File: src/logic/wdt_pkg.sv
/*
 * wdt_pkg: register map, field positions, reset values and timing counts
 * for the watchdog timer control block.
 * assumes a single 100 MHz system clock and a plain register port.
 */
package wdt_pkg;
	// register offsets on the plain register port
	localparam logic [3:0] WDT_ADDR_CTRL = 4'h0;   // watchdog_control
	localparam logic [3:0] WDT_ADDR_CLKCFG = 4'h1; // interval select bits
	localparam logic [3:0] WDT_ADDR_KEY = 4'h2;    // timed_access_key
	localparam logic [3:0] WDT_ADDR_IRQEN = 4'h3;  // irq enables
	localparam logic [3:0] WDT_ADDR_ISTAT = 4'h4;  // sticky event status
	localparam logic [3:0] WDT_ADDR_IMASK = 4'h5;  // event mask
	localparam logic [3:0] WDT_ADDR_CNT0 = 4'h6;   // counter bits 7:0
	localparam logic [3:0] WDT_ADDR_CNT1 = 4'h7;   // counter bits 15:8
	localparam logic [3:0] WDT_ADDR_CNT2 = 4'h8;   // counter bits 23:16
	localparam logic [3:0] WDT_ADDR_CNT3 = 4'h9;   // counter bits 25:24

	// watchdog_control fields
	localparam int WDT_CTRL_RESTART = 0;
	localparam int WDT_CTRL_RST_EN = 1;
	localparam int WDT_CTRL_CAUSE = 2;
	localparam int WDT_CTRL_TOFLAG = 3;
	// clock config fields (interval select hi/lo)
	localparam int WDT_CLK_SEL_LO = 6;
	localparam int WDT_CLK_SEL_HI = 7;
	// irq enable fields
	localparam int WDT_IRQEN_WD = 4;
	localparam int WDT_IRQEN_GLOBAL = 7;
	// status/mask fields
	localparam int WDT_IST_TIMEOUT = 0;
	localparam int WDT_IST_WDRESET = 1;

	localparam logic [1:0] WDT_SEL_RESET = 2'h0; // shortest interval

	// timed access keys and unlock window
	localparam logic [7:0] WDT_KEY_FIRST = 8'haa;
	localparam logic [7:0] WDT_KEY_SECOND = 8'h55;
	localparam logic [2:0] WDT_UNLOCK_CYCLES = 3'h4;

	// counter and interval stages (2^17, 2^20, 2^23, 2^26 clocks)
	localparam int WDT_CNT_W = 26;
	localparam int WDT_STAGE0 = 17;
	localparam int WDT_STAGE1 = 20;
	localparam int WDT_STAGE2 = 23;
	localparam int WDT_STAGE3 = 26;
	localparam int WDT_GRACE_CLOCKS = 512;
	localparam logic [9:0] WDT_GRACE_CNT = 10'(WDT_GRACE_CLOCKS);

	// reset pulse: two machine cycles of twelve clocks each
	localparam int WDT_MC_CLOCKS = 12;
	localparam logic [4:0] WDT_RST_PULSE = 5'(2 * WDT_MC_CLOCKS);

	typedef enum logic [1:0] {
		WDT_ST_OFF = 2'b00,
		WDT_ST_RUN = 2'b01,
		WDT_ST_GRACE = 2'b10,
		WDT_ST_RST = 2'b11
	} wdt_state_t;
endpackage : wdt_pkg

File: src/logic/wdt_ctrl.sv
/*
 * wdt_ctrl: watchdog timer control with timed-access protected control bits,
 * selectable interval, time-out flag, delayed system reset and sticky irq.
 * register map on the plain port (index: contents):
 *   0 watchdog_control: bit3 time-out flag, bit2 reset cause,
 *     bit1 reset enable, bit0 restart (write only, always reads zero)
 *   1 clock config: bits 7:6 interval select
 *   2 timed_access_key: write aa then 55; reads the unlock and key state
 *   3 irq enables: bit7 global, bit4 watchdog
 *   4 event status, write one to clear: bit0 time-out, bit1 watchdog reset
 *   5 event mask, same layout as the status
 *   6..9 live divider count, low byte first; not latched, so a read may tear
 * the timer stays off after a power reset until the first unlocked restart,
 * and after its own reset pulse it restarts counting from zero by itself.
 * flags, status and select clear on any reset; the cause flag survives the
 * general and power-on resets so software can still see why the part restarted,
 * and only a power-fail reset or a watchdog_control write with bit2 low clears it.
 * assumes power-on and power-fail resets arrive synchronous to clk_i, and that
 * the register master obeys the one-cycle strobe protocol.
 * assumes the power-fail reset is raised at first power-up, since nothing else
 * gives the cause flag a defined value.
 * assumes wd_sys_rst_o is looped back into srst_i outside the block when the
 * watchdog reset is to reach the rest of the system.
 */
// Strobed register access and the register addresses were decided locally.
`timescale 1ns/10ps
module wdt_ctrl (
	input wire logic clk_i,
	input wire logic srst_i,
	input wire logic por_rst_i,
	input wire logic pfail_rst_i,
	input wire logic [3:0] addr_i,
	input wire logic [7:0] wdata_i,
	input wire logic wr_i,
	input wire logic rd_i,
	output logic [7:0] rdata_o,
	output logic wd_sys_rst_o,
	output logic wd_irq_req_o,
	output logic irq_o
);
	import wdt_pkg::*;

	// state, divider and reset pulse
	wdt_state_t state_reg, state_next;
	logic [WDT_CNT_W-1:0] cnt_reg, cnt_next;
	logic [9:0] grace_reg, grace_next;
	logic [4:0] pulse_reg, pulse_next;
	// control bits and interrupt enables
	logic [1:0] sel_reg, sel_next;
	logic rst_en_reg, rst_en_next;
	logic toflag_reg, toflag_next;
	logic cause_reg, cause_next;
	logic wd_ie_reg, wd_ie_next;
	logic gie_reg, gie_next;
	// timed-access sequencer
	logic [1:0] key_reg, key_next;
	logic [2:0] win_reg, win_next;
	// event status, mask, read port and interrupt outputs
	logic [1:0] ist_reg, ist_next;
	logic [1:0] imask_reg, imask_next;
	logic [7:0] rdata_reg, rdata_next;
	logic irq_reg, irq_next;
	logic wdirq_reg, wdirq_next;
	logic sysrst_reg, sysrst_next;

	// decoded strobes and events
	logic any_rst;
	logic hard_rst;
	logic wr_ctrl;
	logic unlocked;
	logic restart;
	logic timeout;
	logic stage_bit;
	logic wd_fire;
	logic grace_end;
	logic [3:0] stage_hit;

	// one roll-over tap per selectable interval
	wdt_stage_tap #(
		.WIDTH(WDT_STAGE0)
	) u_tap0 (
		.bits_i(cnt_reg[WDT_STAGE0-1:0]),
		.hit_o(stage_hit[0])
	);
	wdt_stage_tap #(
		.WIDTH(WDT_STAGE1)
	) u_tap1 (
		.bits_i(cnt_reg[WDT_STAGE1-1:0]),
		.hit_o(stage_hit[1])
	);
	wdt_stage_tap #(
		.WIDTH(WDT_STAGE2)
	) u_tap2 (
		.bits_i(cnt_reg[WDT_STAGE2-1:0]),
		.hit_o(stage_hit[2])
	);
	wdt_stage_tap #(
		.WIDTH(WDT_STAGE3)
	) u_tap3 (
		.bits_i(cnt_reg[WDT_STAGE3-1:0]),
		.hit_o(stage_hit[3])
	);

	// decode strobes and the selected divider stage
	always_comb begin
		hard_rst = por_rst_i | pfail_rst_i;
		any_rst = srst_i | hard_rst;
		wr_ctrl = wr_i && (addr_i == WDT_ADDR_CTRL);
		unlocked = (win_reg != 3'h0);
		restart = wr_ctrl && unlocked && wdata_i[WDT_CTRL_RESTART];
		unique case (sel_reg)
			2'b00: stage_bit = stage_hit[0];
			2'b01: stage_bit = stage_hit[1];
			2'b10: stage_bit = stage_hit[2];
			2'b11: stage_bit = stage_hit[3];
		endcase
		timeout = (state_reg != WDT_ST_OFF) && (state_reg != WDT_ST_RST) && !restart && stage_bit;
		// fire 512 clocks after the time-out
		// last clock of the grace span, counted from the time-out edge
		grace_end = (grace_reg == WDT_GRACE_CNT - 10'h1);
		wd_fire = (state_reg == WDT_ST_GRACE) && !restart && rst_en_reg && grace_end;
	end

	// timed-access key sequencer: AAH arms, 55H opens a short window
	always_comb begin
		key_next = key_reg;
		win_next = (win_reg != 3'h0) ? win_reg - 3'h1 : 3'h0;
		if (wr_i && addr_i == WDT_ADDR_KEY) begin
			if (wdata_i == WDT_KEY_FIRST) begin
				key_next = 2'h1;
			end else if (wdata_i == WDT_KEY_SECOND && key_reg == 2'h1) begin
				key_next = 2'h0;
				win_next = WDT_UNLOCK_CYCLES;
			end else begin
				// any other byte disarms, so a stray write cannot half-open the lock
				key_next = 2'h0;
			end
		end
		// a protected write uses up the window
		if (wr_ctrl) begin
			win_next = 3'h0;
		end
		// every reset closes the lock
		if (any_rst) begin
			key_next = 2'h0;
			win_next = 3'h0;
		end
	end

	// counter, state and reset pulse
	always_comb begin
		state_next = state_reg;
		cnt_next = cnt_reg + 26'h1;
		grace_next = grace_reg;
		pulse_next = pulse_reg;
		sysrst_next = 1'b0;
		unique case (state_reg)
			WDT_ST_OFF: begin
				// stays idle until software restarts it
				cnt_next = '0;
				if (restart) begin
					state_next = WDT_ST_RUN;
				end
			end
			WDT_ST_RUN: begin
				if (timeout) begin
					state_next = WDT_ST_GRACE;
					grace_next = 10'h0;
				end
			end
			WDT_ST_GRACE: begin
				grace_next = grace_reg + 10'h1;
				// without reset enable timer simply keeps running
				// the divider keeps counting; a fresh time-out restarts the grace span
				if (timeout) begin
					grace_next = 10'h0;
				end else if (wd_fire) begin
					state_next = WDT_ST_RST;
					pulse_next = WDT_RST_PULSE - 5'h1;
					sysrst_next = 1'b1;
				end else if (grace_end) begin
					state_next = WDT_ST_RUN;
				end
			end
			WDT_ST_RST: begin
				// hold reset for two machine cycles
				sysrst_next = (pulse_reg != 5'h0);
				pulse_next = pulse_reg - 5'h1;
				cnt_next = '0;
				if (pulse_reg == 5'h0) begin
					state_next = WDT_ST_RUN;
				end
			end
		endcase
		if (restart && state_reg != WDT_ST_RST) begin
			cnt_next = '0;
			state_next = WDT_ST_RUN;
		end
		// hard resets disable; srst clears the count and sends a live timer back to RUN
		if (hard_rst) begin
			state_next = WDT_ST_OFF;
			cnt_next = '0;
			sysrst_next = 1'b0;
		end else if (srst_i) begin
			cnt_next = '0;
			if (state_reg != WDT_ST_OFF) begin
				state_next = WDT_ST_RUN;
			end
			sysrst_next = 1'b0;
		end
	end

	// control bits and flags
	always_comb begin
		sel_next = sel_reg;
		rst_en_next = rst_en_reg;
		toflag_next = toflag_reg;
		cause_next = cause_reg;
		wd_ie_next = wd_ie_reg;
		gie_next = gie_reg;
		imask_next = imask_reg;
		ist_next = ist_reg;
		if (wr_i && addr_i == WDT_ADDR_CLKCFG) begin
			sel_next = {wdata_i[WDT_CLK_SEL_HI], wdata_i[WDT_CLK_SEL_LO]};
		end
		if (wr_i && addr_i == WDT_ADDR_IRQEN) begin
			wd_ie_next = wdata_i[WDT_IRQEN_WD];
			gie_next = wdata_i[WDT_IRQEN_GLOBAL];
		end
		if (wr_i && addr_i == WDT_ADDR_IMASK) begin
			imask_next = wdata_i[1:0];
		end
		if (wr_i && addr_i == WDT_ADDR_ISTAT) begin
			ist_next = ist_reg & ~wdata_i[1:0];
		end
		if (wr_ctrl) begin
			// cause flag written by software, no unlock needed
			cause_next = wdata_i[WDT_CTRL_CAUSE];
			if (unlocked) begin
				rst_en_next = wdata_i[WDT_CTRL_RST_EN];
				toflag_next = wdata_i[WDT_CTRL_TOFLAG];
			end
		end
		// events come after the software writes so a same-cycle set wins
		// time-out sets flag, set beats clear
		if (timeout) begin
			toflag_next = 1'b1;
			ist_next[WDT_IST_TIMEOUT] = 1'b1;
		end
		// cause flag only when reset is enabled
		if (wd_fire) begin
			cause_next = 1'b1;
			ist_next[WDT_IST_WDRESET] = 1'b1;
		end
		// any reset clears flag and sel
		if (any_rst) begin
			toflag_next = 1'b0;
			sel_next = WDT_SEL_RESET;
			ist_next = 2'h0;
		end
		// power resets also drop the enables and the mask
		if (hard_rst) begin
			rst_en_next = 1'b0;
			wd_ie_next = 1'b0;
			gie_next = 1'b0;
			imask_next = 2'h0;
		end
		if (pfail_rst_i) begin
			cause_next = 1'b0;
		end
	end

	// read mux, outputs registered; restart always reads back zero
	always_comb begin
		rdata_next = 8'h00;
		if (rd_i) begin
			unique case (addr_i)
				// restart bit is not stored, so it always reads zero
				WDT_ADDR_CTRL: rdata_next = {4'h0, toflag_reg, cause_reg, rst_en_reg, 1'b0};
				WDT_ADDR_CLKCFG: rdata_next = {sel_reg, 6'h00};
				WDT_ADDR_KEY: rdata_next = {5'h00, unlocked, key_reg};
				WDT_ADDR_IRQEN: rdata_next = {gie_reg, 2'h0, wd_ie_reg, 4'h0};
				WDT_ADDR_ISTAT: rdata_next = {6'h00, ist_reg};
				WDT_ADDR_IMASK: rdata_next = {6'h00, imask_reg};
				WDT_ADDR_CNT0: rdata_next = cnt_reg[7:0];
				WDT_ADDR_CNT1: rdata_next = cnt_reg[15:8];
				WDT_ADDR_CNT2: rdata_next = cnt_reg[23:16];
				WDT_ADDR_CNT3: rdata_next = {6'h00, cnt_reg[25:24]};
				default: rdata_next = 8'h00;
			endcase
		end
		wdirq_next = toflag_next & wd_ie_next & gie_next;
		irq_next = |(ist_next & imask_next);
	end

	// key group; all resets live in the next-value logic
	always_ff @(posedge clk_i) begin
		key_reg <= key_next;
		win_reg <= win_next;
	end

	// state, divider and reset pulse group
	always_ff @(posedge clk_i) begin
		state_reg <= state_next;
		cnt_reg <= cnt_next;
		grace_reg <= grace_next;
		pulse_reg <= pulse_next;
		sysrst_reg <= sysrst_next;
	end

	// control bits and flags group
	always_ff @(posedge clk_i) begin
		sel_reg <= sel_next;
		rst_en_reg <= rst_en_next;
		toflag_reg <= toflag_next;
		cause_reg <= cause_next;
		wd_ie_reg <= wd_ie_next;
		gie_reg <= gie_next;
		ist_reg <= ist_next;
		imask_reg <= imask_next;
	end

	// read port and interrupt group
	always_ff @(posedge clk_i) begin
		rdata_reg <= rdata_next;
		irq_reg <= irq_next;
		wdirq_reg <= wdirq_next;
	end

	// outputs come straight from their flops
	assign rdata_o = rdata_reg;
	assign wd_sys_rst_o = sysrst_reg;
	assign wd_irq_req_o = wdirq_reg;
	assign irq_o = irq_reg;
endmodule : wdt_ctrl

// all-ones detector on the low bits of the divider
module wdt_stage_tap
	import wdt_pkg::*;
#(
	parameter int WIDTH = WDT_STAGE0
) (
	input wire logic [WIDTH-1:0] bits_i,
	output logic hit_o
);
	// a stage rolls over on the clock after its low bits are all ones
	always_comb begin
		hit_o = (bits_i == '1);
	end
endmodule : wdt_stage_tap

File: config.mk
export PLATFORM = sky130hd
export DESIGN_NAME = wdt_ctrl
export DESIGN_NICKNAME = d
export VERILOG_FILES = /design/src/logic/wdt_pkg.sv /design/src/logic/wdt_ctrl.sv
export SDC_FILE = /design/constraint.sdc
export NUM_CORES = 1
export LEC_CHECK = 0
export BUFFER_PORTS_ARGS = -buffer_cell sky130_fd_sc_hd__buf_2
export CAP_MARGIN = 0
export CORE_ASPECT_RATIO = 1.4
export CORE_MARGIN = 3
export CORE_UTILIZATION = 35
export CTS_BUF_LIST = sky130_fd_sc_hd__clkbuf_4
export CTS_CLUSTER_SIZE = 20
export DETAILED_ROUTE_END_ITERATION = 16
export PLACE_DENSITY_LB_ADDON = 0.15
export SETUP_SLACK_MARGIN = 0.5
export SYNTH_ARGS = -nofsm -noshare
export SYNTH_HDL_FRONTEND = slang
export SYNTH_SLANG_ARGS = --single-unit
export TNS_END_PERCENT = 30
File: constraint.sdc
create_clock -name clk_i -period 6.25 [get_ports clk_i]
set_input_delay 1.875 -clock clk_i [delete_from_list [all_inputs] [get_ports clk_i]]
set_output_delay 1.875 -clock clk_i [all_outputs]
set_load 0.01 [all_outputs]
# ---- Word-level counts from Yosys, hierarchy flattened
# Index checks and enable logic that the tools add are counted.
dict set report totals {
  register_bits 70
  in_bits 18
  out_inout_bits 11
  word_cells 132
}
dict set report classes {
  n_addsub 4
  n_eq_ne 27
  muxes 42
  bitwise 7
  n_reduce_logical 34
}
# operator count
set op_table {}
lappend op_table {{$pmux 8 s10} 1}
lappend op_table {{$add 26x1->26 const B} 1}
lappend op_table {{$eq 26x26->1 const B} 1}
lappend op_table {{$mux 2} 13}
lappend op_table {{$eq 23x23->1 const B} 1}
lappend op_table {{$eq 20x20->1 const B} 1}
lappend op_table {{$mux 10} 2}
lappend op_table {{$pmux 10 s2} 1}
lappend op_table {{$eq 17x17->1 const B} 1}
lappend op_table {{$eq 4x3->1 const B} 4}
lappend op_table {{$logic_and 1x1->1} 16}
lappend op_table {{$mux 1} 15}
lappend op_table {{$mux 3} 4}
lappend op_table {{$add 10x1->10 const B} 1}
lappend op_table {{$eq 10x9->1 const B} 1}
lappend op_table {{$mux 5} 2}
lappend op_table {{$pmux 5 s2} 1}
lappend op_table {{$eq 2x2->1 const B} 4}
lappend op_table {{$eq 4x2->1 const B} 2}
lappend op_table {{$eq 4x4->1 const B} 2}
lappend op_table {{$eq 8x7->1 const B} 1}
lappend op_table {{$eq 8x8->1 const B} 1}
lappend op_table {{$ne 2x2->1 const B} 4}
lappend op_table {{$pmux 2 s4} 1}
lappend op_table {{other kinds (21)} 33}

# ---- Depth between registers and ports, before layout
dict set report depth {
  word_depth 14
  mapped_depth 9
  mapped_depth_nobuf 9
}

# ---- Hierarchy
# A second synthesis with hierarchy kept.
dict set report hier_totals {
  cells_unflattened 419
  hier_area_um2 3644.7
}
# mod instances cells_per_inst area_each_um2 seq_area_each_um2
set by_module_without_submodules {}
lappend by_module_without_submodules {wdt_ctrl 1 389 3438.3 1531.5}
lappend by_module_without_submodules {{wdt_stage_tap at u_tap3} 1 9 61.3 0.0}
lappend by_module_without_submodules {{wdt_stage_tap at u_tap2} 1 8 53.8 0.0}
lappend by_module_without_submodules {{wdt_stage_tap at u_tap1} 1 7 47.5 0.0}
lappend by_module_without_submodules {{wdt_stage_tap at u_tap0} 1 6 43.8 0.0}

# ---- Worst setup path before layout
# Ideal clock, no wire load.
dict set report synth_timing {
  kind {input-to-reg}
  start {input addr_i[2]}
  end {register grace_reg[0] (enable)}
  setup_ps 386
  t_arrival_ps 3134
  required_time_ps 5864
  setup_slack_ps 2730
  cell_stages 6
  n_path_buf 2
  cell_sequence {buf_2 -> nor3b_4 -> nand4_1 -> clkbuf_1 -> nand3_1 -> o21ai_0}
}
dict set report synth_between {
  elab_chain_cells 9
}
# item line_no
set synth_lines {}
lappend synth_lines {{start: declaration} wdt_ctrl.sv:32} ;# input wire logic [3:0] addr_i,
lappend synth_lines {{$logic_not 4->1} wdt_ctrl.sv:108} ;# wr_ctrl = wr_i && (addr_i == WDT_ADDR_CTRL);
lappend synth_lines {{$logic_and 1x1->1} wdt_ctrl.sv:108}
lappend synth_lines {{$logic_and 1x1->1 (2 in series)} wdt_ctrl.sv:110} ;# restart = wr_ctrl && unlocked && wdata_i[WDT_CTRL_RESTART];
lappend synth_lines {{$logic_not 1->1} wdt_ctrl.sv:117} ;# timeout = (state_reg != WDT_ST_OFF) && (state_reg != WDT_ST_RST) && !restart && stage_bit;
lappend synth_lines {{$logic_and 1x1->1 (2 in series)} wdt_ctrl.sv:117}
lappend synth_lines {{$ne 2x2->1 (no source line)} --}
lappend synth_lines {{$reduce_and 2->1 (no source line)} --}
lappend synth_lines {{end signal: assignment} wdt_ctrl.sv:306} ;# grace_reg <= grace_next;
lappend synth_lines {{end: declaration} wdt_ctrl.sv:46} ;# logic [9:0] grace_reg, grace_next;
# Every way passes these cells.
# A chain may end at the register's enable or synchronous reset.

# ---- Worst setup path after layout
dict set report layout_timing {
  start {input addr_i[2]}
  end {register cnt_reg[12]}
}
dict set report layout_between {
  elab_chain_cells 6
}
# item line_no
set layout_lines {}
lappend layout_lines {{$logic_not 4->1} wdt_ctrl.sv:108}
lappend layout_lines {{$logic_and 1x1->1} wdt_ctrl.sv:108}
lappend layout_lines {{$logic_and 1x1->1 (2 in series)} wdt_ctrl.sv:110}
lappend layout_lines {{$logic_and 1x1->1} wdt_ctrl.sv:195} ;# if (restart && state_reg != WDT_ST_RST) begin
lappend layout_lines {{$reduce_or 5->1 (no source line)} --}
lappend layout_lines {{end signal: assignment} wdt_ctrl.sv:305} ;# cnt_reg <= cnt_next;
lappend layout_lines {{end: declaration} wdt_ctrl.sv:45} ;# logic [WDT_CNT_W-1:0] cnt_reg, cnt_next;
# Every way passes these cells.

==> reports/qor.yml <==
status: "finished clean"
synth_nets: 432
rr_worst_depth: 10
post_cts_buffers: 0
seqCellArea_um2: 1531
nets: 456
clock_path_buffers: 2
final_common_cell: "nor2_1"
start_util: 0.3622
clock_latency_ns: 0.45
yosys_most_used_dff: "dfxtp_1"
antenna_found_initial: 0
worstPathRequired_ns: 6.54
ys_ff_latch: 69
hold_path_end: "cnt_reg[0]$_SDFF_PP0_"
grt_pass1_wl_mm: 15.07
layout_min_cycle_time_ns: 3.597
drc_errors: 0
multi_input_area_um2: 1971
final-setup-viol-count: 0
rsz0062_at_grt: "no"
syn_to_final_growth_pct: 11.80
cellLeakagePower_nw: 1.426
die_w_um: 91.77
fin_crit_sh: 0.5756
synth.cell_area_um2: 3605
detail_route.first_pass.iterations: 4
vdd_ir_drop_max_mv: 0.07936
slew_violations: 0
grt-ovfl-total: 0
timing.rr.start: "cnt_reg[6]$_SDFF_PP0_"
wirelength_mm: 9.032
cts_buffers: 9
r2r_slack_ns: 3.16
tightest_slew_ns: 0.8190
min_from: "cnt_reg[0]$_SDFF_PP0_"
final_cell_mix: "63 x nor2_1, 54 x dfxtp_1, 43 x nand2_1"
cts-hold-fix-buffers: 0
max_freq_ghz: 0.2780
antenna_left: 0
dpl_cell_area_um2: 3849
drive_gt1_frac: 0.1471
fin_skew_ns: 0.02362
io_pins: 29
place.gp.congestion: 0.7806
post-place-ws_ns: 2.228
post_drt_wl_per_cell_um: 15.85
fillCellCount: 1049
synth_enable_flop_cells: 15
cp-start-kind: "primary input"
insertedDiodeCount: 0
syn_inst: 406
crit_arrival_ns: 3.89
setup_ws_ns: 2.653
min_path_cells: 1
tritoncts: "built"
final_cell_area_um2: 4030
final_util: 0.4049
ys_async_sr_fraction: 0
clockRootBuffer: "clkbuf_4"
min-delay-path-class: "flip-flop to flip-flop"
vias: 2908
path_class: "primary input to flip-flop"
die_h_um: 126.1
row_count: 43
drt-vias-per-instance: 5.102
htree_levels: 3
drt_iter0_markers: 136
io_buffers: 28
setup-tns-final_ns: 0
grt_pass1_vias: 3018
drv_cap: 0
ys_seq_area_frac: 0.4249
timing.final.hold_violations: 0
hpwl_mm: 6.906
cts_sinks: 69
die-area_um2: 11570
synth.distinct_cells: 57
max-slew-margin-rel: 0.4527
largest_register_ffs: 26
powerDensity_nw_per_um2: 212.2
clk_pin_slew_worst_paths_ns: 0.11
endpoint_kind: "flip-flop"
fp.coreArea_um2: 9953
ys_warn_count: 0
dp.cells: 554
reg2reg_to: "grace_reg[9]$_SDFFCE_PP0P_"
stdcell_count: 570
syn-mean-instance-area_um2: 8.879
post_cts_resized: 0
grt_max_degree: 25
grt_usage: 0.1647
cp_max_fo: 24
[cell families after synthesis]
family,share of synthesized area
AOI/OAI and AO/OA,0.1038
and+or+nand+nor,0.2943
adders and majority gates,0.02777
muxes,0.04304
xor gates and xnor gates,0.07775
DFF,0.4249
buffers and inverters,0.02846
[cells in the mapped netlist, types with 3 or more instances]
library cell | number | area share
o21ai_0 | 10 | 0.014
a21oi_1 | 19 | 0.026
mux2i_1 | 11 | 0.031
buf_2 | 4 | 0.0056
ha_1 | 8 | 0.028
dfxtp_1 | 54 | 0.30
or2_2 | 4 | 0.0069
a221oi_1 | 4 | 0.0097
nand2_1 | 43 | 0.045
nor3_1 | 18 | 0.025
a211oi_1 | 3 | 0.0062
nand3_1 | 18 | 0.025
nor2_1 | 63 | 0.066
and2_1 | 5 | 0.0087
and3_1 | 10 | 0.017
a22oi_1 | 3 | 0.0062
xnor2_1 | 18 | 0.044
xor2_1 | 14 | 0.034
or3_1 | 4 | 0.0069
nand2b_1 | 3 | 0.0052
clkbuf_1 | 9 | 0.0094
inv_1 | 8 | 0.0083
and4_1 | 3 | 0.0073
nand4_1 | 11 | 0.019
nor2b_1 | 3 | 0.0052
edfxtp_1 | 15 | 0.12
[worst max-delay path, cell delays in order]
cell	delay, ns
buf_2	0.20
nor3b_4	0.38
nand4_1	0.49
nand2_1	0.81
nor2_1	0.12
[report_power, final]
part           total [W]  switching [W]  internal, W
Clock           0.000370       0.000170     0.000200
Combinational  0.0000319      0.0000216    0.0000104
Sequential      0.000453    0.000000180     0.000453
Total           0.000855       0.000192     0.000664
[how the worst max path moves through the flow]
stage,startpoint,end,slack [ns]
after floorplan,addr_i[2],grace_reg[0]$_SDFFCE_PP0P_,2.73
after global placement,addr_i[2],cnt_reg[24]$_SDFF_PP0_,2.29
after detailed placement,addr_i[2],cnt_reg[14]$_SDFF_PP0_,2.23
after CTS,addr_i[2],cnt_reg[12]$_SDFF_PP0_,2.70
after global routing,addr_i[2],cnt_reg[14]$_SDFF_PP0_,2.40
final,addr_i[2],cnt_reg[12]$_SDFF_PP0_,2.65
[through the flow]
step	power, W	hold WS, ns
after CTS	0.0008624	0.4830
after detailed placement	0.0004951	0.4562
after global routing	0.0008848	0.5079
final	0.0008552	0.4729
after floorplan	0.0004830	0.4272
after global placement	0.0004947	0.4512
[cell type report]
type                            count  area share
Clock buffer                        9     0.01676
Clock inverter                      7     0.02825
Inverter                            8    0.007451
Multi-Input combinational cell    313      0.4890
Sequential cell                    69      0.3800
Tap cell                          135     0.04191
Timing Repair Buffer               29     0.03663
[metal layers]
layer  track usage  wire [um]  part of all wire
met5             0          0                 0
met4       0.05337        156             0.017
met3       0.03584        313             0.035
met2        0.2979       4789              0.53
met1        0.1912       3774              0.42
No activity file was read; power rests on OpenSTA's default activity.
